## src/accr_pkg.sv

```systemverilog
// Package with the constants, types and carriers of the channel calibration register bank.
package accr_pkg;

  // Bus and word widths.
  localparam int ACCR_ADDR_W = 8;
  localparam int ACCR_IDX_W  = 6;
  localparam int ACCR_REG_W  = 16;
  localparam int ACCR_CAL_W  = 24;

  // Register indices; the byte address is four times the index.
  localparam logic [5:0] ACCR_IDX_G3_HIGH = 6'h15;
  localparam logic [5:0] ACCR_IDX_G3_LOW  = 6'h16;
  localparam logic [5:0] ACCR_IDX_CFG     = 6'h18;
  localparam logic [5:0] ACCR_IDX_OCAL_HI = 6'h19;
  localparam logic [5:0] ACCR_IDX_OCAL_LO = 6'h1a;
  localparam logic [5:0] ACCR_IDX_G4_HIGH = 6'h1b;
  localparam logic [5:0] ACCR_IDX_G4_LOW  = 6'h1c;

  // Field positions and writable-bit masks.
  localparam int          ACCR_SEL_LSB    = 0;
  localparam int          ACCR_SEL_MSB    = 1;
  localparam int          ACCR_BYTE_MSB   = 15;
  localparam int          ACCR_BYTE_LSB   = 8;
  localparam logic [15:0] ACCR_CFG_WMASK  = 16'hffc7;
  localparam logic [15:0] ACCR_LOW_WMASK  = 16'hff00;
  localparam logic [15:0] ACCR_FULL_WMASK = 16'hffff;

  // Reset values.
  localparam logic [15:0] ACCR_CFG_RESET       = 16'h0000;
  localparam logic [15:0] ACCR_OCAL_RESET      = 16'h0000;
  localparam logic [15:0] ACCR_GAIN_HIGH_RESET = 16'h8000;
  localparam logic [15:0] ACCR_GAIN_LOW_RESET  = 16'h0000;

  // Input select codes and bus responses.
  localparam logic [1:0] ACCR_MUX_EXT      = 2'h0;
  localparam logic [1:0] ACCR_MUX_SHORT    = 2'h1;
  localparam logic [1:0] ACCR_MUX_TEST_POS = 2'h2;
  localparam logic [1:0] ACCR_MUX_TEST_NEG = 2'h3;
  localparam logic [1:0] ACCR_RESP_OKAY    = 2'h0;
  localparam logic [1:0] ACCR_RESP_SLVERR  = 2'h2;

  typedef enum logic [2:0] {
    ACCR_SEL_NONE, ACCR_SEL_G3_HIGH, ACCR_SEL_G3_LOW, ACCR_SEL_CFG,
    ACCR_SEL_OCAL_HI, ACCR_SEL_OCAL_LO, ACCR_SEL_G4_HIGH, ACCR_SEL_G4_LOW
  } accr_reg_sel_type;

  typedef struct packed {
    logic [7:0]  awaddr;
    logic        awvalid;
    logic [31:0] wdata;
    logic [3:0]  wstrb;
    logic        wvalid;
    logic        bready;
    logic [7:0]  araddr;
    logic        arvalid;
    logic        rready;
  } accr_axi_req_type;

  typedef struct packed {
    logic        awready;
    logic        wready;
    logic        bvalid;
    logic [1:0]  bresp;
    logic        arready;
    logic        rvalid;
    logic [31:0] rdata;
    logic [1:0]  rresp;
  } accr_axi_rsp_type;

  typedef struct packed {
    logic connect_ext;
    logic short_inputs;
    logic test_pos;
    logic test_neg;
  } accr_route_type;

  localparam accr_route_type ACCR_ROUTE_RESET = 4'h8;

endpackage : accr_pkg

```

## src/accr_input_route.sv

```systemverilog
// Decoder from the channel-four input select field to the analog routing controls.
`timescale 1ns/1ps
`default_nettype none
module accr_input_route (
  input  wire logic                     ref_clk,
  input  wire logic                     resetn,
  input  wire logic [1:0]               input_select,
  output var  accr_pkg::accr_route_type route
);
  import accr_pkg::*;

  typedef struct packed {
    accr_route_type route;
  } accr_route_state_type;

  accr_route_state_type st_reg;
  accr_route_state_type st_next;

  // One control is high for each select code.
  always_comb begin
    st_next = '0;
    case (input_select)
      ACCR_MUX_EXT:      st_next.route.connect_ext = 1'b1;
      ACCR_MUX_SHORT:    st_next.route.short_inputs = 1'b1;
      ACCR_MUX_TEST_POS: st_next.route.test_pos = 1'b1;
      default:           st_next.route.test_neg = 1'b1;
    endcase
  end

  // State register.
  always_ff @(posedge ref_clk or negedge resetn) begin
    if (!resetn) begin
      st_reg.route <= ACCR_ROUTE_RESET;
    end else begin
      st_reg <= st_next;
    end
  end

  assign route = st_reg.route;

  a_route_ext: assert property (@(posedge ref_clk) disable iff (!resetn)
    input_select == ACCR_MUX_EXT |=> route == 4'h8)
    else $error("external pins not routed");
  a_route_short: assert property (@(posedge ref_clk) disable iff (!resetn)
    input_select == ACCR_MUX_SHORT |=> route == 4'h4)
    else $error("inputs not shorted");
  a_route_pos: assert property (@(posedge ref_clk) disable iff (!resetn)
    input_select == ACCR_MUX_TEST_POS |=> route == 4'h2)
    else $error("positive test signal not routed");
  a_route_neg: assert property (@(posedge ref_clk) disable iff (!resetn)
    input_select == ACCR_MUX_TEST_NEG |=> route == 4'h1)
    else $error("negative test signal not routed");

endmodule : accr_input_route
`default_nettype wire

```

## src/accr_gain_scale.sv

```systemverilog
// Scaler that multiplies a signed sample by an unsigned fractional gain word.
`timescale 1ns/1ps
`default_nettype none
module accr_gain_scale #(
  parameter int DATA_W = 24
) (
  input  wire logic               ref_clk,
  input  wire logic               resetn,
  input  wire logic signed [DATA_W-1:0] sample,
  input  wire logic [DATA_W-1:0]  gain,
  output var  logic signed [DATA_W-1:0] scaled
);
  import accr_pkg::*;

  if (DATA_W < 2 || DATA_W > 32) begin : g_bad_width
    $error("accr_gain_scale: DATA_W must lie in 2..32");
  end

  typedef struct packed {
    logic signed [DATA_W-1:0] scaled;
  } accr_scale_state_type;

  accr_scale_state_type   st_reg;
  accr_scale_state_type   st_next;
  logic signed [2*DATA_W:0] prod;
  logic signed [2*DATA_W:0] shifted;
  logic signed [2*DATA_W:0] maxv;
  logic signed [2*DATA_W:0] minv;

  // Unsigned fraction with unity at the top bit.
  always_comb begin
    prod    = sample * $signed({1'b0, gain});
    shifted = prod >>> (DATA_W - 1);
    maxv    = {{(DATA_W + 2){1'b0}}, {(DATA_W - 1){1'b1}}};
    minv    = {{(DATA_W + 2){1'b1}}, {(DATA_W - 1){1'b0}}};
    st_next = st_reg;
    if (shifted > maxv) begin
      st_next.scaled = maxv[DATA_W-1:0];
    end else if (shifted < minv) begin
      st_next.scaled = minv[DATA_W-1:0];
    end else begin
      st_next.scaled = shifted[DATA_W-1:0];
    end
  end

  // State register.
  always_ff @(posedge ref_clk or negedge resetn) begin
    if (!resetn) begin
      st_reg <= '0;
    end else begin
      st_reg <= st_next;
    end
  end

  assign scaled = st_reg.scaled;

  a_gain_unity: assert property (@(posedge ref_clk) disable iff (!resetn)
    gain == {1'b1, {(DATA_W - 1){1'b0}}} |=> scaled == $past(sample))
    else $error("unity gain changed the sample");
  a_gain_zero: assert property (@(posedge ref_clk) disable iff (!resetn)
    gain == '0 |=> scaled == '0)
    else $error("zero gain gave a nonzero result");

endmodule : accr_gain_scale
`default_nettype wire

```

## src/accr_regs.sv

```systemverilog
// Register bank for the channel-four input and offset words and the gain words, on AXI4-Lite.
//
// Implementation choice: the AXI4-Lite interface to the registers.
`timescale 1ns/1ps
`default_nettype none
module accr_regs (
  input  wire logic                       ref_clk,
  input  wire logic                       resetn,
  input  wire accr_pkg::accr_axi_req_type s_axi_req,
  output var  accr_pkg::accr_axi_rsp_type s_axi_rsp,
  input  wire logic signed [23:0]         chan3_sample,
  input  wire logic signed [23:0]         chan4_sample,
  output var  logic [1:0]                 chan4_input_select,
  output var  accr_pkg::accr_route_type   chan4_route,
  output var  logic signed [23:0]         chan4_offset,
  output var  logic [23:0]                chan3_gain,
  output var  logic [23:0]                chan4_gain,
  output var  logic signed [23:0]         chan3_scaled,
  output var  logic signed [23:0]         chan4_scaled
);
  import accr_pkg::*;

  typedef struct packed {
    logic        aw_held;
    logic [7:0]  aw_addr;
    logic        w_held;
    logic [15:0] w_data;
    logic [1:0]  w_strb;
    logic        bvalid;
    logic [1:0]  bresp;
    logic        rvalid;
    logic [31:0] rdata;
    logic [1:0]  rresp;
    logic [15:0] cfg;
    logic [15:0] ocal_hi;
    logic [15:0] ocal_lo;
    logic [15:0] g3_hi;
    logic [15:0] g3_lo;
    logic [15:0] g4_hi;
    logic [15:0] g4_lo;
  } accr_regs_state_type;

  accr_regs_state_type st_reg;
  accr_regs_state_type st_next;
  accr_reg_sel_type    wr_sel;
  accr_reg_sel_type    rd_sel;
  logic                wr_commit;
  logic                rd_take;

  // Maps a byte address to the register it names.
  function automatic accr_reg_sel_type reg_decode(
    input logic [ACCR_ADDR_W-1:0] addr
  );
    logic [ACCR_IDX_W-1:0] idx;
    idx = addr[ACCR_ADDR_W-1:2];
    if (idx == ACCR_IDX_G3_HIGH) begin
      reg_decode = ACCR_SEL_G3_HIGH;
    end else if (idx == ACCR_IDX_G3_LOW) begin
      reg_decode = ACCR_SEL_G3_LOW;
    end else if (idx == ACCR_IDX_CFG) begin
      reg_decode = ACCR_SEL_CFG;
    end else if (idx == ACCR_IDX_OCAL_HI) begin
      reg_decode = ACCR_SEL_OCAL_HI;
    end else if (idx == ACCR_IDX_OCAL_LO) begin
      reg_decode = ACCR_SEL_OCAL_LO;
    end else if (idx == ACCR_IDX_G4_HIGH) begin
      reg_decode = ACCR_SEL_G4_HIGH;
    end else if (idx == ACCR_IDX_G4_LOW) begin
      reg_decode = ACCR_SEL_G4_LOW;
    end else begin
      reg_decode = ACCR_SEL_NONE;
    end
  endfunction : reg_decode

  // Applies byte strobes, then clears every bit that software cannot write.
  function automatic logic [15:0] reg_merge(
    input logic [15:0] old,
    input logic [15:0] data,
    input logic [1:0]  strb,
    input logic [15:0] wmask
  );
    logic [15:0] m;
    m = old;
    if (strb[0]) begin
      m[7:0] = data[7:0];
    end
    if (strb[1]) begin
      m[15:8] = data[15:8];
    end
    reg_merge = m & wmask;
  endfunction : reg_merge

  // Decode of the held write address and the offered read address.
  assign wr_sel    = reg_decode(st_reg.aw_addr);
  assign rd_sel    = reg_decode(s_axi_req.araddr);
  assign wr_commit = st_reg.aw_held && st_reg.w_held && !st_reg.bvalid;
  assign rd_take   = s_axi_req.arvalid && !st_reg.rvalid;

  // Next state of the bus slave and of the register words.
  always_comb begin
    st_next = st_reg;
    // Address and data are caught independently, in either order.
    if (s_axi_req.awvalid && !st_reg.aw_held) begin
      st_next.aw_held = 1'b1;
      st_next.aw_addr = s_axi_req.awaddr;
    end
    if (s_axi_req.wvalid && !st_reg.w_held) begin
      st_next.w_held = 1'b1;
      st_next.w_data = s_axi_req.wdata[15:0];
      st_next.w_strb = s_axi_req.wstrb[1:0];
    end
    if (st_reg.bvalid && s_axi_req.bready) begin
      st_next.bvalid = 1'b0;
    end
    // A write lands once both halves are held and no response is pending.
    if (wr_commit) begin
      st_next.aw_held = 1'b0;
      st_next.w_held  = 1'b0;
      st_next.bvalid  = 1'b1;
      st_next.bresp   = ACCR_RESP_OKAY;
      case (wr_sel)
        ACCR_SEL_G3_HIGH: begin
          st_next.g3_hi = reg_merge(st_reg.g3_hi, st_reg.w_data, st_reg.w_strb,
                                    ACCR_FULL_WMASK);
        end
        ACCR_SEL_G3_LOW: begin
          // Gain low byte, low lane dropped.
          st_next.g3_lo = reg_merge(st_reg.g3_lo, st_reg.w_data, st_reg.w_strb,
                                    ACCR_LOW_WMASK);
        end
        ACCR_SEL_CFG: begin
          // Bits 5:3 dropped, bits 15:6 and 2:0 kept as written.
          st_next.cfg = reg_merge(st_reg.cfg, st_reg.w_data, st_reg.w_strb,
                                  ACCR_CFG_WMASK);
        end
        ACCR_SEL_OCAL_HI: begin
          st_next.ocal_hi = reg_merge(st_reg.ocal_hi, st_reg.w_data, st_reg.w_strb,
                                      ACCR_FULL_WMASK);
        end
        ACCR_SEL_OCAL_LO: begin
          // Offset bits 7:0 in the upper lane.
          st_next.ocal_lo = reg_merge(st_reg.ocal_lo, st_reg.w_data, st_reg.w_strb,
                                      ACCR_LOW_WMASK);
        end
        ACCR_SEL_G4_HIGH: begin
          st_next.g4_hi = reg_merge(st_reg.g4_hi, st_reg.w_data, st_reg.w_strb,
                                    ACCR_FULL_WMASK);
        end
        ACCR_SEL_G4_LOW: begin
          st_next.g4_lo = reg_merge(st_reg.g4_lo, st_reg.w_data, st_reg.w_strb,
                                    ACCR_LOW_WMASK);
        end
        default: begin
          st_next.bresp = ACCR_RESP_SLVERR;
        end
      endcase
    end
    // Read data is latched when the address is taken and held until rready.
    if (st_reg.rvalid && s_axi_req.rready) begin
      st_next.rvalid = 1'b0;
    end
    if (rd_take) begin
      st_next.rvalid = 1'b1;
      st_next.rresp  = ACCR_RESP_OKAY;
      st_next.rdata  = '0;
      case (rd_sel)
        ACCR_SEL_G3_HIGH: st_next.rdata[15:0] = st_reg.g3_hi;
        ACCR_SEL_G3_LOW:  st_next.rdata[15:0] = st_reg.g3_lo;
        ACCR_SEL_CFG:     st_next.rdata[15:0] = st_reg.cfg;
        ACCR_SEL_OCAL_HI: st_next.rdata[15:0] = st_reg.ocal_hi;
        ACCR_SEL_OCAL_LO: st_next.rdata[15:0] = st_reg.ocal_lo;
        ACCR_SEL_G4_HIGH: st_next.rdata[15:0] = st_reg.g4_hi;
        ACCR_SEL_G4_LOW:  st_next.rdata[15:0] = st_reg.g4_lo;
        default:          st_next.rresp       = ACCR_RESP_SLVERR;
      endcase
    end
  end

  // State register; the register words take their reset values.
  always_ff @(posedge ref_clk or negedge resetn) begin
    if (!resetn) begin
      st_reg         <= '0;
      st_reg.cfg     <= ACCR_CFG_RESET;
      st_reg.ocal_hi <= ACCR_OCAL_RESET;
      st_reg.ocal_lo <= ACCR_OCAL_RESET;
      // Gain high words reset to unity.
      st_reg.g3_hi   <= ACCR_GAIN_HIGH_RESET;
      st_reg.g4_hi   <= ACCR_GAIN_HIGH_RESET;
      st_reg.g3_lo   <= ACCR_GAIN_LOW_RESET;
      st_reg.g4_lo   <= ACCR_GAIN_LOW_RESET;
    end else begin
      st_reg <= st_next;
    end
  end

  // Bus handshake outputs; ready is high while the matching holder is free.
  always_comb begin
    s_axi_rsp.awready = !st_reg.aw_held;
    s_axi_rsp.wready  = !st_reg.w_held;
    s_axi_rsp.bvalid  = st_reg.bvalid;
    s_axi_rsp.bresp   = st_reg.bresp;
    s_axi_rsp.arready = !st_reg.rvalid;
    s_axi_rsp.rvalid  = st_reg.rvalid;
    s_axi_rsp.rdata   = st_reg.rdata;
    s_axi_rsp.rresp   = st_reg.rresp;
  end

  // Input select from configuration bits 1:0; calibration words assembled from their high and low registers.
  assign chan4_input_select = st_reg.cfg[ACCR_SEL_MSB:ACCR_SEL_LSB];
  // Signed offset, high word over low byte.
  assign chan4_offset = {st_reg.ocal_hi, st_reg.ocal_lo[ACCR_BYTE_MSB:ACCR_BYTE_LSB]};
  assign chan3_gain   = {st_reg.g3_hi, st_reg.g3_lo[ACCR_BYTE_MSB:ACCR_BYTE_LSB]};
  assign chan4_gain   = {st_reg.g4_hi, st_reg.g4_lo[ACCR_BYTE_MSB:ACCR_BYTE_LSB]};

  // Routing decode for the channel-four input.
  accr_input_route u_route (
    .ref_clk      (ref_clk),
    .resetn       (resetn),
    .input_select (chan4_input_select),
    .route        (chan4_route)
  );

  // Gain scaling of the two channels.
  accr_gain_scale #(
    .DATA_W (ACCR_CAL_W)
  ) u_scale3 (
    .ref_clk (ref_clk),
    .resetn  (resetn),
    .sample  (chan3_sample),
    .gain    (chan3_gain),
    .scaled  (chan3_scaled)
  );

  accr_gain_scale #(
    .DATA_W (ACCR_CAL_W)
  ) u_scale4 (
    .ref_clk (ref_clk),
    .resetn  (resetn),
    .sample  (chan4_sample),
    .gain    (chan4_gain),
    .scaled  (chan4_scaled)
  );

  a_cfg_reset_zero: assert property (@(posedge ref_clk) disable iff (!resetn)
    $rose(resetn) |-> st_reg.cfg == ACCR_CFG_RESET && chan4_input_select == 2'h0)
    else $error("configuration not zero after reset");

  a_cfg_read_back: assert property (@(posedge ref_clk) disable iff (!resetn)
    rd_take && rd_sel == ACCR_SEL_CFG |=>
      s_axi_rsp.rvalid && s_axi_rsp.rdata == {16'h0000, $past(st_reg.cfg)})
    else $error("configuration read returned a wrong word");

  a_ocal_reset_zero: assert property (@(posedge ref_clk) disable iff (!resetn)
    $rose(resetn) |-> chan4_offset == 24'h000000)
    else $error("offset not zero after reset");

  a_ocal_high_write: assert property (@(posedge ref_clk) disable iff (!resetn)
    wr_commit && wr_sel == ACCR_SEL_OCAL_HI && st_reg.w_strb == 2'h3 |=>
      chan4_offset[23:8] == $past(st_reg.w_data) && s_axi_rsp.bvalid)
    else $error("offset high word not stored");

  a_ocal_low_byte: assert property (@(posedge ref_clk) disable iff (!resetn)
    wr_commit && wr_sel == ACCR_SEL_OCAL_LO && st_reg.w_strb[1] |=>
      chan4_offset[7:0] == $past(st_reg.w_data[15:8]) && st_reg.ocal_lo[7:0] == 8'h00)
    else $error("offset low byte not stored");

  a_gain3_low_byte: assert property (@(posedge ref_clk) disable iff (!resetn)
    wr_commit && wr_sel == ACCR_SEL_G3_LOW && st_reg.w_strb[1] |=>
      chan3_gain[7:0] == $past(st_reg.w_data[15:8]) && chan3_gain[23:8] == $past(st_reg.g3_hi))
    else $error("gain low byte not stored");

  a_gain_unity_reset: assert property (@(posedge ref_clk) disable iff (!resetn)
    $rose(resetn) |-> chan3_gain == 24'h800000 && chan4_gain == 24'h800000)
    else $error("gain words not unity after reset");

  a_reserved_zero: assert property (@(posedge ref_clk) disable iff (!resetn)
    s_axi_rsp.rvalid && $past(rd_take) && ($past(rd_sel) == ACCR_SEL_OCAL_LO ||
      $past(rd_sel) == ACCR_SEL_G3_LOW || $past(rd_sel) == ACCR_SEL_G4_LOW) |->
      s_axi_rsp.rdata[7:0] == 8'h00)
    else $error("reserved low byte read nonzero");

  a_cfg_ro_bits: assert property (@(posedge ref_clk) disable iff (!resetn)
    rd_take && rd_sel == ACCR_SEL_CFG |=>
      s_axi_rsp.rdata[5:3] == 3'h0 && st_reg.cfg[5:3] == 3'h0)
    else $error("configuration bits 5:3 read nonzero");

  a_unmapped_err: assert property (@(posedge ref_clk) disable iff (!resetn)
    rd_take && rd_sel == ACCR_SEL_NONE |=>
      s_axi_rsp.rresp == ACCR_RESP_SLVERR && s_axi_rsp.rdata == 32'h00000000)
    else $error("unmapped read not refused");

endmodule : accr_regs
`default_nettype wire

```

## config.mk

```make
export PLATFORM = sky130hd
export DESIGN_NAME = accr_regs
export DESIGN_NICKNAME = d
export VERILOG_FILES = /design/src/accr_pkg.sv /design/src/accr_input_route.sv /design/src/accr_gain_scale.sv /design/src/accr_regs.sv
export SDC_FILE = /design/constraint.sdc
export NUM_CORES = 2
export LEC_CHECK = 0
export BUFFER_PORTS_ARGS = -buffer_cell sky130_fd_sc_hd__buf_2
export CAP_MARGIN = 20
export CORE_AREA = 3 3 398 400
export DETAILED_ROUTE_END_ITERATION = 7
export DIE_AREA = 0 0 401 403
export SLEW_MARGIN = 10
export SYNTH_ARGS = -nofsm -noshare
export SYNTH_HDL_FRONTEND = slang
export SYNTH_HIERARCHICAL = 1
export SYNTH_SLANG_ARGS = --single-unit
```

## constraint.sdc

```tcl
create_clock -name ref_clk -period 13.1 [get_ports ref_clk]
set_input_delay 2.62 -clock ref_clk [delete_from_list [all_inputs] [get_ports ref_clk]]
set_output_delay 2.62 -clock ref_clk [all_outputs]
set_load 0.02 [all_outputs]
```

==> run metrics <==
Max Cap Viol 0; Hold WS roughly 0.49 ns; Yosys reg bits between 150 and 200; largest net degree at the start of global routing just over 70; Post-CTS Setup Bufs 0; num rows roughly 150; Top cell by count, worst path fa_1; total congestion overflow 0; Crit path largest cell delay about 0.56 ns; CP max-delay cell buf_2; CTS tree built; io pins roughly 270; Clock transition at path regs ~0.090 ns; vias per inst approximately 4.7; Nets roughly 6400; crit path kind in -> reg; Remaining DRCs 0; total CTS buffers 17; WP data arrival 10.47 ns; Final ANT Viol Nets 0; largest family of logic cells by synthesized area adder cells; Syn. warnings 6; Yosys cell types 96; CORE AREA around 160000 µm²; initial antenna violation count 20; Mapped Area 46360 µm²; port bufs between 200 and 250; Final Max Slew Viols 0; CP top delay family adder cells; Largest register FFs 37; RSZ-0062 raised after global routing false; vias in the first global route about 36000; Max Fclk roughly 100 MHz; post-CTS sizing 0; DR vias 32790; Tmin final 10.03 ns; chip width approximately 400 µm; GRT Total Usage 0.1682; Worst Path Required 13.54 ns; worst slew pin tran around 0.9 ns; Synth Area in Simple Gates 0.1547; sequential area share after synthesis 0.09887; full die area between 150000 and 200000 µm²; Area Growth Syn to Fin 6.567%; HP Class reg -> reg; CTS sink count 183; Starting Density 0.2978; Worst Path Buf+Inv 6; Synth Flop Type dfrtp_1; Worst-Skew Late Latency roughly 0.51 ns; status complete, no violations; complex-gate fraction of the synthesized area 0.05474; fraction of layout cells with a size suffix above 1 0.09905; mux cell area share after synthesis 0.03015; nature of the critical path endpoint register; CP startpoint kind input pin; syn avg cell area ~9.4 µm²; cts hold-fix bufs 0; TNS Setup 0 ns; synthesized-area fraction occupied by adder cells 0.5223; first-pass GRT wire length approximately 210000 µm; H-tree Lvls 4; Synth async-reset ratio 1.000; skew final 0.02485 ns; Final period util 0.7660; DR pass1 iterations 7; final setup fails 0; wire length per cell 18.96 µm; root buf cell clkbuf_16; clk buf depth 2; Hold Fails Final Rpt 0; number of enable flip-flop cells after synthesis 0; post-synthesis xor/xnor area fraction 0.01036; die height about 400 µm; initial drt markers about 1800; HPWL Detailed between 100000 and 150000 µm; gp weighted congestion approximately 0.86; maximum fanout count along the critical path 24; final WL approximately 130000 µm; Syn Inst Count around 5000; Slew HR 0.3996
[per-layer routing]
layer	wire length, µm	global-route usage	vias up
met1	56510	0.2163	17200
met3	7477	0.03313	191
met5	26	0	-
met4	3900	0.05405	4
li1	-	-	14600
met2	64880	0.2840	796
[worst paths after layout]
path / startpoint / endpoint / slack, ns / cells after the start
max: chan3_sample[9] / u_scale3/scaled[18] / 3.07 / 25
min: s_axi_rsp[14] / s_axi_rsp[14] / 0.49 / 2
max reg2reg: chan3_gain[4] / u_scale3/scaled[18] / 4.84 / 27
min reg2reg: s_axi_rsp[14] / s_axi_rsp[14] / 0.49 / 2
max in group asynchronous: resetn / u_scale3/scaled[6] / 9.63 / 2
min in group asynchronous: resetn / u_scale4/scaled[13] / 2.13 / 1
[stage by stage]
step / util / area (µm²) / worst slack (ns) / instances
2_1_floorplan: - / 46420 / 3.812 / 4967
3_3_place_gp: 0.3130 / 48720 / 2.603 / 6963
3_5_place_dp: 0.3130 / 48720 / 2.517 / 6963
4_1_cts: 0.3172 / 49370 / 3.042 / 6995
5_1_grt: 0.3173 / 49380 / 2.591 / 6999
6_report: 0.3174 / 49400 / 3.066 / 7005
[synthesized netlist by cell type (35+ instances only)]
cell type	count	area, µm²
xnor2_1	36	315.3
o21ai_0	51	255.2
dfrtp_1	180	4504
fa_1	962	19260
buf_4	117	878.3
a21oi_1	104	520.5
mux2_2	117	1318
ha_1	396	4955
inv_1	1100	4129
clkbuf_1	205	769.5
nor2_1	41	153.9
a21o_1	77	578.1
and2_1	530	3316
nand2_1	654	2455
nand3_1	35	175.2
[final cells by class]
cell class / count / area (µm²)
Antenna cell: 10 / 25.02
Clock buffer: 17 / 425.4
Clock inverter: 15 / 229.0
Fill cell: 16310 / 106300
Inverter: 1100 / 4129
Multi-Input combinational cell: 3337 / 35870
Sequential cell: 183 / 4583
Tap cell: 2058 / 2575
Timing Repair Buffer: 285 / 1565
[layout by cell type (no fill, tap or decap), drive strengths merged, types with 18 or more instances in the layout]
cell type  instances
fa               962
mux2             117
inv             1109
nand2            656
nor2b             28
xor2              18
clkbuf            18
a21oi            104
nor2              46
o21ai             69
xnor2             36
buf              284
nand3             36
a21o              79
a221oi            19
dfrtp            180
and2             532
nand2b            34
nand4             23
conb              18
ha               396
[worst register-to-register path: stages (launching register included)]
cell and delay [ns]:
dfrtp_1 0.67, buf_4 0.37, and2_1 0.22, fa_1 0.45, fa_1 0.56, inv_1 0.06
fa_1 0.52, inv_1 0.05, fa_1 0.50, inv_1 0.05, fa_1 0.48, inv_1 0.07
fa_1 0.55, inv_1 0.06, fa_1 0.54, inv_1 0.04, ha_1 0.35, a21oi_1 0.08
o21ai_0 0.23, a21oi_1 0.11, o21a_1 0.17, o21ai_0 0.50, o31ai_1 0.17, buf_4 0.19
o21ai_0 0.20, xnor2_1 0.18, o21bai_4 0.52, a41o_2 0.29
[cell families (layout without fill, tap and decap cells)]
group / Yosys count / after routing
other: 1 / 28
AOI/OAI and AO/OA: 368 / 368
buffers and inverters: 1447 / 1417
DFF: 183 / 183
muxes: 125 / 125
and+or+nand+nor: 1414 / 1414
xor gates and xnor gates: 54 / 54
adders and majority gates: 1358 / 1358
Power is left out: the tool's default activity adds up to more than one toggle a clock period on the data nets, which glitch-free logic cannot reach.
